File: config.mk
export PLATFORM = sky130hd
export DESIGN_NAME = operand_address_generator
export DESIGN_NICKNAME = d
export VERILOG_FILES = /design/src/rtl/oag_pkg.sv /design/src/rtl/operand_address_generator.sv
export VERILOG_INCLUDE_DIRS = /design/src /design/src/rtl
export SDC_FILE = /design/constraint.sdc
export NUM_CORES = 2
export LEC_CHECK = 0
export ABC_CLOCK_PERIOD_IN_PS = 31400
export BUFFER_PORTS_ARGS = -buffer_cell sky130_fd_sc_hd__buf_2
export CORE_AREA = 2 2 438 440
export CTS_BUF_LIST = sky130_fd_sc_hd__clkbuf_2 sky130_fd_sc_hd__clkbuf_4 sky130_fd_sc_hd__clkbuf_8
export CTS_CLUSTER_SIZE = 20
export DETAILED_ROUTE_END_ITERATION = 10
export DIE_AREA = 0 0 440 442
export GPL_TIMING_DRIVEN = 0
export PLACE_DENSITY_LB_ADDON = 0.25
export SYNTH_ARGS = -nofsm -noshare
export SYNTH_HDL_FRONTEND = slang
export SYNTH_SLANG_ARGS = --single-unit
File: constraint.sdc
create_clock -name clk_sys -period 31.4 [get_ports clk_sys]
set_input_delay 4.71 -clock clk_sys [delete_from_list [all_inputs] [get_ports clk_sys]]
set_output_delay 4.71 -clock clk_sys [all_outputs]
set_load 0.005 [all_outputs]
File: src/rtl/oag_params.svh
`ifndef OAG_PARAMS_SVH
`define OAG_PARAMS_SVH
// ==========================================================
// Register map, byte addresses on the AHB-Lite word bus
`define OAG_PTR_FILE_END 10'h100  // Pointer file spans 0x000..0x0FC
`define OAG_PAGE0_OFF    10'h100  // Page register, generator 0
`define OAG_PAGE1_OFF    10'h104  // Page register, generator 1
`define OAG_CTRL_OFF     10'h108  // Bank select
`define OAG_ADDR0_OFF    10'h10C  // Last address of generator 0
`define OAG_ADDR1_OFF    10'h110  // Last address of generator 1
// ==========================================================
// Field positions inside the pointer file address and the bank select register
`define OAG_GEN_BIT      7
`define OAG_BANK_BIT     6
`define OAG_KIND_HI      5
`define OAG_KIND_LO      4
`define OAG_NUM_HI       3
`define OAG_NUM_LO       2
`define OAG_CTRL_BANK    0
// ==========================================================
// Register kinds and reset values
`define OAG_KIND_IDX     2'h0
`define OAG_KIND_MOD     2'h1
`define OAG_KIND_LEN     2'h2
`define OAG_KIND_BASE    2'h3
`define OAG_REG_RST      16'h0000
`define OAG_PAGE_RST     8'h00
`endif

File: src/rtl/oag_pkg.sv
package oag_pkg;
  // ========================================================
  // Widths
  localparam int PTR_W  = 16;
  localparam int PAGE_W = 8;
  localparam int ADDR_W = PTR_W + PAGE_W;

  typedef logic [PTR_W-1:0]  ptr_t;
  typedef logic [PAGE_W-1:0] page_t;
  typedef logic [ADDR_W-1:0] addr_t;

  // ========================================================
  // One operand access request from instruction decode
  typedef struct packed {
    logic       valid;    // Use a pointer this cycle
    logic [1:0] ptr_sel;  // Which of four pointers
    logic [1:0] mod_sel;  // Which of four modify registers
    logic       use_imm;  // Take the immediate instead
    logic [7:0] imm;      // Twos-complement immediate modify
    logic       pre;      // 1 pre-modify, 0 post-modify
  } opreq_s;

  // ========================================================
  // Whole state of the generator pair: [gen][bank][num]
  typedef struct packed {
    logic [1:0][1:0][3:0][PTR_W-1:0] idx;
    logic [1:0][1:0][3:0][PTR_W-1:0] mdf;
    logic [1:0][1:0][3:0][PTR_W-1:0] len;
    logic [1:0][1:0][3:0][PTR_W-1:0] base;
    logic [1:0][PAGE_W-1:0]          page;
    logic                            bank;
    logic [1:0][ADDR_W-1:0]          addr;
    logic [1:0]                      addr_vld;
    logic                            wr_pend;
    logic [9:0]                      wr_addr;
    logic [31:0]                     hrdata;
    logic                            hreadyout;
  } oag_state_s;
endpackage

File: src/rtl/operand_address_generator.sv
// The register offsets and register access over AHB-Lite were chosen for this implementation.
`timescale 1ns/100ps
`include "oag_params.svh"
// Function
// RL1 - Two generators supply two operands per cycle
// RL2 - Four self-updating 16-bit pointers per generator
// RL3 - Pointer modified by one of four modify registers
// RL4 - Pre-modify no writeback; post-modify writes back
// RL5 - Immediate 8-bit twos-complement modify, both forms
// RL6 - Length and base make updates circular
// RL7 - Updates never carry into page bits
// RL8 - Secondary register bank switched at once
// RL9 - Output address is 24 bits wide
// RL10 - Page register supplies upper eight address bits
// RL11 - Circular overflow wraps by one length
module operand_address_generator #(
  parameter int NUM_GEN = 2
) (
  input  wire logic                   clk_sys,
  input  wire logic                   rst,
  input  wire oag_pkg::opreq_s [1:0]  core_req,
  output logic [1:0][23:0]            op_addr,
  output logic [1:0]                  op_addr_vld,
  input  wire logic                   hsel,
  input  wire logic [31:0]            haddr,
  input  wire logic [1:0]             htrans,
  input  wire logic                   hwrite,
  input  wire logic [2:0]             hsize,
  input  wire logic [31:0]            hwdata,
  input  wire logic                   hready,
  output logic [31:0]                 hrdata,
  output logic                        hreadyout,
  output logic                        hresp
);
  import oag_pkg::*;

  // ========================================================
  // Elaboration check
  if (NUM_GEN != 2) begin : g_chk
    $error("operand_address_generator serves exactly two generators");
  end

  oag_state_s s_r;
  oag_state_s s_nxt;
  ptr_t [1:0] cur_ptr;
  ptr_t [1:0] eff_mod;
  logic       bus_go;
  logic [2:0] unused_sz;

  // Modulo-aware pointer update inside one 64K page
  function automatic ptr_t upd(input ptr_t p, input ptr_t m, input ptr_t b,
                               input ptr_t l);
    logic [16:0] off;
    begin
      off = 17'h00000;
      if (l == `OAG_REG_RST) begin
        upd = p + m;                                      // RL7
      end else begin
        off = {1'b0, p - b} + {m[15], m};                 // RL6
        if (off[16]) begin
          off = off + {1'b0, l};                          // RL11
        end else if (off[15:0] >= l) begin
          off = off - {1'b0, l};                          // RL11
        end
        upd = b + off[15:0];                              // RL7
      end
    end
  endfunction

  // Selected pointer and effective modify value
  always_comb begin
    for (int g = 0; g < 2; g++) begin
      cur_ptr[g] = s_r.idx[g][s_r.bank][core_req[g].ptr_sel];
      if (core_req[g].use_imm) begin
        eff_mod[g] = {{8{core_req[g].imm[7]}}, core_req[g].imm};  // RL5
      end else begin
        eff_mod[g] = s_r.mdf[g][s_r.bank][core_req[g].mod_sel];   // RL3
      end
    end
  end

  assign bus_go    = hsel & htrans[1] & hready;
  assign unused_sz = hsize;

  // ========================================================
  // Next state: core updates, then bus write, then read data
  always_comb begin
    logic [9:0] a;
    logic [1:0] bk;
    ptr_t       nv;
    a     = 10'h000;
    bk    = 2'h0;
    nv    = `OAG_REG_RST;
    s_nxt = s_r;
    s_nxt.hreadyout = 1'b1;
    // Two independent generators, one address each per cycle
    for (int g = 0; g < 2; g++) begin
      s_nxt.addr_vld[g] = core_req[g].valid;              // RL1
      if (core_req[g].valid) begin
        nv = upd(cur_ptr[g], eff_mod[g], s_r.base[g][s_r.bank][core_req[g].ptr_sel],
                 s_r.len[g][s_r.bank][core_req[g].ptr_sel]);
        if (core_req[g].pre) begin
          s_nxt.addr[g] = {s_r.page[g], nv};              // RL4 RL9 RL10
        end else begin
          s_nxt.addr[g] = {s_r.page[g], cur_ptr[g]};      // RL4 RL9 RL10
          s_nxt.idx[g][s_r.bank][core_req[g].ptr_sel] = nv;  // RL2
        end
      end
    end
    // Data phase of a bus write; it wins over a core update
    if (s_r.wr_pend) begin
      a = s_r.wr_addr;
      if (a < `OAG_PTR_FILE_END) begin
        bk = a[`OAG_KIND_HI:`OAG_KIND_LO];
        unique case (bk)
          `OAG_KIND_IDX: s_nxt.idx[a[`OAG_GEN_BIT]][a[`OAG_BANK_BIT]]
                           [a[`OAG_NUM_HI:`OAG_NUM_LO]] = hwdata[15:0];
          `OAG_KIND_MOD: s_nxt.mdf[a[`OAG_GEN_BIT]][a[`OAG_BANK_BIT]]
                           [a[`OAG_NUM_HI:`OAG_NUM_LO]] = hwdata[15:0];
          `OAG_KIND_LEN: s_nxt.len[a[`OAG_GEN_BIT]][a[`OAG_BANK_BIT]]
                           [a[`OAG_NUM_HI:`OAG_NUM_LO]] = hwdata[15:0];
          `OAG_KIND_BASE: s_nxt.base[a[`OAG_GEN_BIT]][a[`OAG_BANK_BIT]]
                           [a[`OAG_NUM_HI:`OAG_NUM_LO]] = hwdata[15:0];
        endcase
      end else if (a == `OAG_PAGE0_OFF) begin
        s_nxt.page[0] = hwdata[7:0];                      // RL10
      end else if (a == `OAG_PAGE1_OFF) begin
        s_nxt.page[1] = hwdata[7:0];                      // RL10
      end else if (a == `OAG_CTRL_OFF) begin
        s_nxt.bank = hwdata[`OAG_CTRL_BANK];              // RL8
      end
    end
    // Address phase: latch writes, answer reads from fresh state
    s_nxt.wr_pend = bus_go & hwrite;
    s_nxt.wr_addr = haddr[9:0] & 10'h3FC;
    s_nxt.hrdata  = 32'h00000000;
    if (bus_go && !hwrite && haddr[31:10] == 22'h000000) begin
      a = haddr[9:0] & 10'h3FC;
      if (a < `OAG_PTR_FILE_END) begin
        bk = a[`OAG_KIND_HI:`OAG_KIND_LO];
        unique case (bk)
          `OAG_KIND_IDX: s_nxt.hrdata[15:0] = s_nxt.idx[a[`OAG_GEN_BIT]]
                           [a[`OAG_BANK_BIT]][a[`OAG_NUM_HI:`OAG_NUM_LO]];
          `OAG_KIND_MOD: s_nxt.hrdata[15:0] = s_nxt.mdf[a[`OAG_GEN_BIT]]
                           [a[`OAG_BANK_BIT]][a[`OAG_NUM_HI:`OAG_NUM_LO]];
          `OAG_KIND_LEN: s_nxt.hrdata[15:0] = s_nxt.len[a[`OAG_GEN_BIT]]
                           [a[`OAG_BANK_BIT]][a[`OAG_NUM_HI:`OAG_NUM_LO]];
          `OAG_KIND_BASE: s_nxt.hrdata[15:0] = s_nxt.base[a[`OAG_GEN_BIT]]
                           [a[`OAG_BANK_BIT]][a[`OAG_NUM_HI:`OAG_NUM_LO]];
        endcase
      end else if (a == `OAG_PAGE0_OFF) begin
        s_nxt.hrdata[7:0] = s_nxt.page[0];
      end else if (a == `OAG_PAGE1_OFF) begin
        s_nxt.hrdata[7:0] = s_nxt.page[1];
      end else if (a == `OAG_CTRL_OFF) begin
        s_nxt.hrdata[0] = s_nxt.bank;
      end else if (a == `OAG_ADDR0_OFF) begin
        s_nxt.hrdata[23:0] = s_nxt.addr[0];
      end else if (a == `OAG_ADDR1_OFF) begin
        s_nxt.hrdata[23:0] = s_nxt.addr[1];
      end
    end
    if (haddr[31:10] != 22'h000000) begin
      s_nxt.wr_pend = 1'b0;                               // Unmapped writes dropped
    end
  end

  // State register
  always_ff @(posedge clk_sys) begin
    if (rst) begin
      s_r <= '0;
    end else begin
      s_r <= s_nxt;
    end
  end

  // Outputs straight from the state register, except hresp, which is tied low
  assign op_addr     = s_r.addr;
  assign op_addr_vld = s_r.addr_vld;
  assign hrdata      = s_r.hrdata;
  assign hreadyout   = s_r.hreadyout;
  assign hresp       = 1'b0;

  ptr_t lin_sum0;
  ptr_t in_off0;
  assign lin_sum0 = cur_ptr[0] + eff_mod[0];
  // Offset of generator 0 pointer 2 inside its circular buffer
  assign in_off0  = s_r.idx[0][s_r.bank][2] - s_r.base[0][s_r.bank][2];
endmodule // operand_address_generator

==> flow_summary.toml <==
[clock_network]
cts_tree = "built"
cts_setup_buffers = 0
worstSkewPairLatency_ns = 1.10
clk_pin_slew_ns = 0.06
ctsResizeCount = 0
cts_buffer_depth = 3
htree_levels = 4
hold_buffers = 0
cts.sinks = 1125
cts_made_buffers = 210
cts-root-buf = "clkbuf_8"

[sta]
worst_pin_slew_ns = 1.70
skew_ns = 0.0849
fin_ws_ns = 8.64
rsz0062_at_grt = "no"
slew_headroom_pct = -14.6
finalMaxSlewViolations = 284
tns_ns = 0
fin_crit_ns = 22.76
setup_viol = 0
finalCritPeriodShare_pct = 72.5
fmax_mhz = 43.9
hold_viol = 0

[place]
gp_congestion = 1.18
dp_slack_ns = 8.71
hpwlAfterDp_mm = 371
dp.cells = 10600
place.port_buffers = 133

[logic_synthesis]
synth_cells = 7941
yosysWarnings = 0
ys_seq_area_share_pct = 32.3
synth_edf_count = 0
synth.avg_cell_area_um2 = 8.78
synth_seq_cells = 1125
synth_flop_cell = "dfxtp_1"
yosysUniqueCellTypes = 103
syn-cell-area_um2 = 69700
async_reset_ff_share_pct = 0

[grt]
grt_pass1_wl_mm = 636
antenna_found_initial = 77
gr-total-overflow = 0
grt_pass1_vias = 69100
grt_max_degree = 17
grt_usage_pct = 48.7

[floorplan]
ios = 188
die_y_um = 442
placeableCoreArea_um2 = 190000
die_area_um2 = 194000
rows = 160
die_w_um = 440
start_util_pct = 36.8

[worst_setup_path]
crit_top_cell = "o21ai_0"
cp-end-kind = "flop"
cp.arrival_ns = 23.59
cp_num_cells = 56
cpPeakStageDelay_ns = 0.98
crit_type = "input port to flop"
cpMaxStageDelayCell = "buf_1"
crit_fanout = 10
r2r_start = "s_r[94]"
cp_top_family = "compound AO/OA/AOI/OAI gates"
crit_required_ns = 32.23
cp-start-kind = "input port"
ff2ff_path_depth = 58
path_buf_inv = 12
reg2reg_to = "hrdata[15]"
rrSetupSlack_ns = 10.07

[drt]
vias = 75300
drt-initial-drc-count = 12500
firstDrtPassIters = 10
wirelength_mm = 490
wire_per_inst_um = 44.4
drc = 0
ant_nets = 0
via_per_inst = 6.82

[min_path]
whs_path_depth = 2
holdPathEnd = "s_r[717]"
hold_path.startpoint = "s_r[717]"
hold_path_class = "flop to flop"

[pwr]
total_power_mw = 4.63
pwr-share-seq_pct = 31.4
p_int_mw = 2.75
power.density_nw_per_um2 = 58.6
leakage_nw = 30.3
switching_share_pct = 40.6
p_sw_mw = 1.88
pwr-share-comb_pct = 32.8
vdd_drop_max_mv = 0.0358
clockPowerShare_pct = 35.8

[status]
status = "complete, but fails checks"
violations = "max-capacitance violations, max-slew violations"

[final_layout]
syn2layout_area_growth_pct = 13.3
drive_gt1_share_pct = 15.5
final_nets = 8629
fin_cells = 11000

[run]
maxCapViolCount = 42
[layout by cell type (no fill, tap or decap), types with 32 or more instances in the layout]
cell / count
a211oi_1: 173
a21o_1: 51
a21oi_1: 609
a221oi_1: 42
a22oi_1: 77
a31oi_1: 39
and2_1: 57
buf_1: 61
buf_2: 213
buf_4: 98
clkbuf_1: 465
clkbuf_2: 52
clkbuf_4: 60
clkbuf_8: 269
dfxtp_1: 1125
diode_2: 46
ha_1: 188
inv_1: 145
mux2_2: 80
mux2i_1: 935
mux4_2: 362
nand2_1: 478
nand3_1: 78
nor2_1: 1576
nor2b_1: 60
nor3_1: 92
o211ai_1: 34
o21ai_0: 276
o21bai_1: 32
o22ai_1: 88
xnor2_1: 66
[cell families (layout without fill, tap and decap cells)]
family / count (synthesis) / in the layout / share of synthesized area, %
AOI/OAI and AO/OA: 1700 / 1700 / 15.4
xor gates and xnor gates: 88 / 88 / 1.12
adders and majority gates: 200 / 200 / 3.72
buffers and inverters: 902 / 1432 / 5.51
DFF: 1125 / 1125 / 32.3
muxes: 1408 / 1408 / 26.9
other: 1 / 55 / 0.00538
and+or+nand+nor: 2517 / 2517 / 15.0
[synthesized netlist by cell type, drive strengths merged, types with 19 or more instances]
cell	instances	area, µm²
mux4	362	8150
o22ai	89	557
o221ai	30	263
a221oi	45	413
nor2	1596	6030
o21bai	34	263
o211ai	34	255
nand2b	31	194
a21oi	617	3120
xnor2	67	594
a31oi	40	250
xor2	21	184
o21a	27	203
mux2	94	1060
a211oi	182	1380
clkbuf	512	1920
mux2i	952	9560
nand3	78	390
inv	148	556
o21ai	292	1470
buf	241	1360
and2	59	369
a2111oi	19	181
a21boi	20	150
dfxtp	1125	22500
a22oi	77	578
a21o	51	383
and3	19	119
nor4	24	156
ha	188	2350
nand2	478	1790
nor2b	60	375
nor3	96	480
[cell type report]
cell class	instances	area (µm²)
Sequential cell	1125	22500
Timing Repair Buffer	164	1060
Tap cell	2511	3140
Inverter	149	559
Clock buffer	329	4150
Multi-Input combinational cell	5922	43600
Clock inverter	37	478
Fill cell	19400	111000
Buffer	753	3370
Antenna cell	46	115
[worst max-delay path by stage]
stage	startpoint	endpoint	slack (ns)
4_1_cts	core_req[28]	hrdata[15]	9.70
3_3_place_gp	core_req[12]	hrdata[12]	6.84
6_report	core_req[28]	hrdata[15]	8.64
5_1_grt	core_req[28]	hrdata[12]	8.60
3_5_place_dp	core_req[28]	hrdata[15]	8.71
2_1_floorplan	core_req[28]	hrdata[15]	15.31
[sequential cells by signal, summed over array words and instances, names as in the netlist]
signal / flops
hrdata: 24
hreadyout: 1
op_addr: 48
op_addr_vld: 2
s_r: 1050
[worst register-to-register path: cells and delay by family, from the launching register on]
family / cells / cell delay, ns
compound gates: 28 / 8.32
xor+xnor: 2 / 0.28
fa+ha+maj: 4 / 1.27
buf+inv: 15 / 8.55
flops: 1 / 0.45
simple gates: 9 / 2.24
[stage by stage]
stage | hold slack (ns) | utilization (%) | cell area, µm²
after floorplan | 0.442 | - | 69800
after global placement | 0.475 | 38.8 | 73600
after detailed placement | 0.485 | 39.1 | 74100
after CTS | 0.495 | 41.5 | 78700
after global routing | 0.516 | 41.6 | 78900
final | 0.503 | 41.7 | 79000
[power by group through the flow]
stage | Sequential, mW | Combinational, mW | Clock (mW)
finish | 1.45 | 1.52 | 1.65
global route | 1.45 | 1.55 | 1.69
CTS | 1.45 | 1.44 | 1.63
detailed placement | 1.48 | 1.43 | 0
global placement | 1.48 | 1.41 | 0
floorplan | 1.48 | 0.812 | 0
[layer usage]
metal | wire, µm | global-route usage, % | up-vias
li1 | - | - | 29400
met1 | 175000 | 57.8 | 37200
met2 | 192000 | 66.3 | 6731
met3 | 64500 | 18.7 | 1943
met4 | 57200 | 46.4 | 28
met5 | 376 | 0 | -
Note: power is estimated with default switching activity, not from simulation.
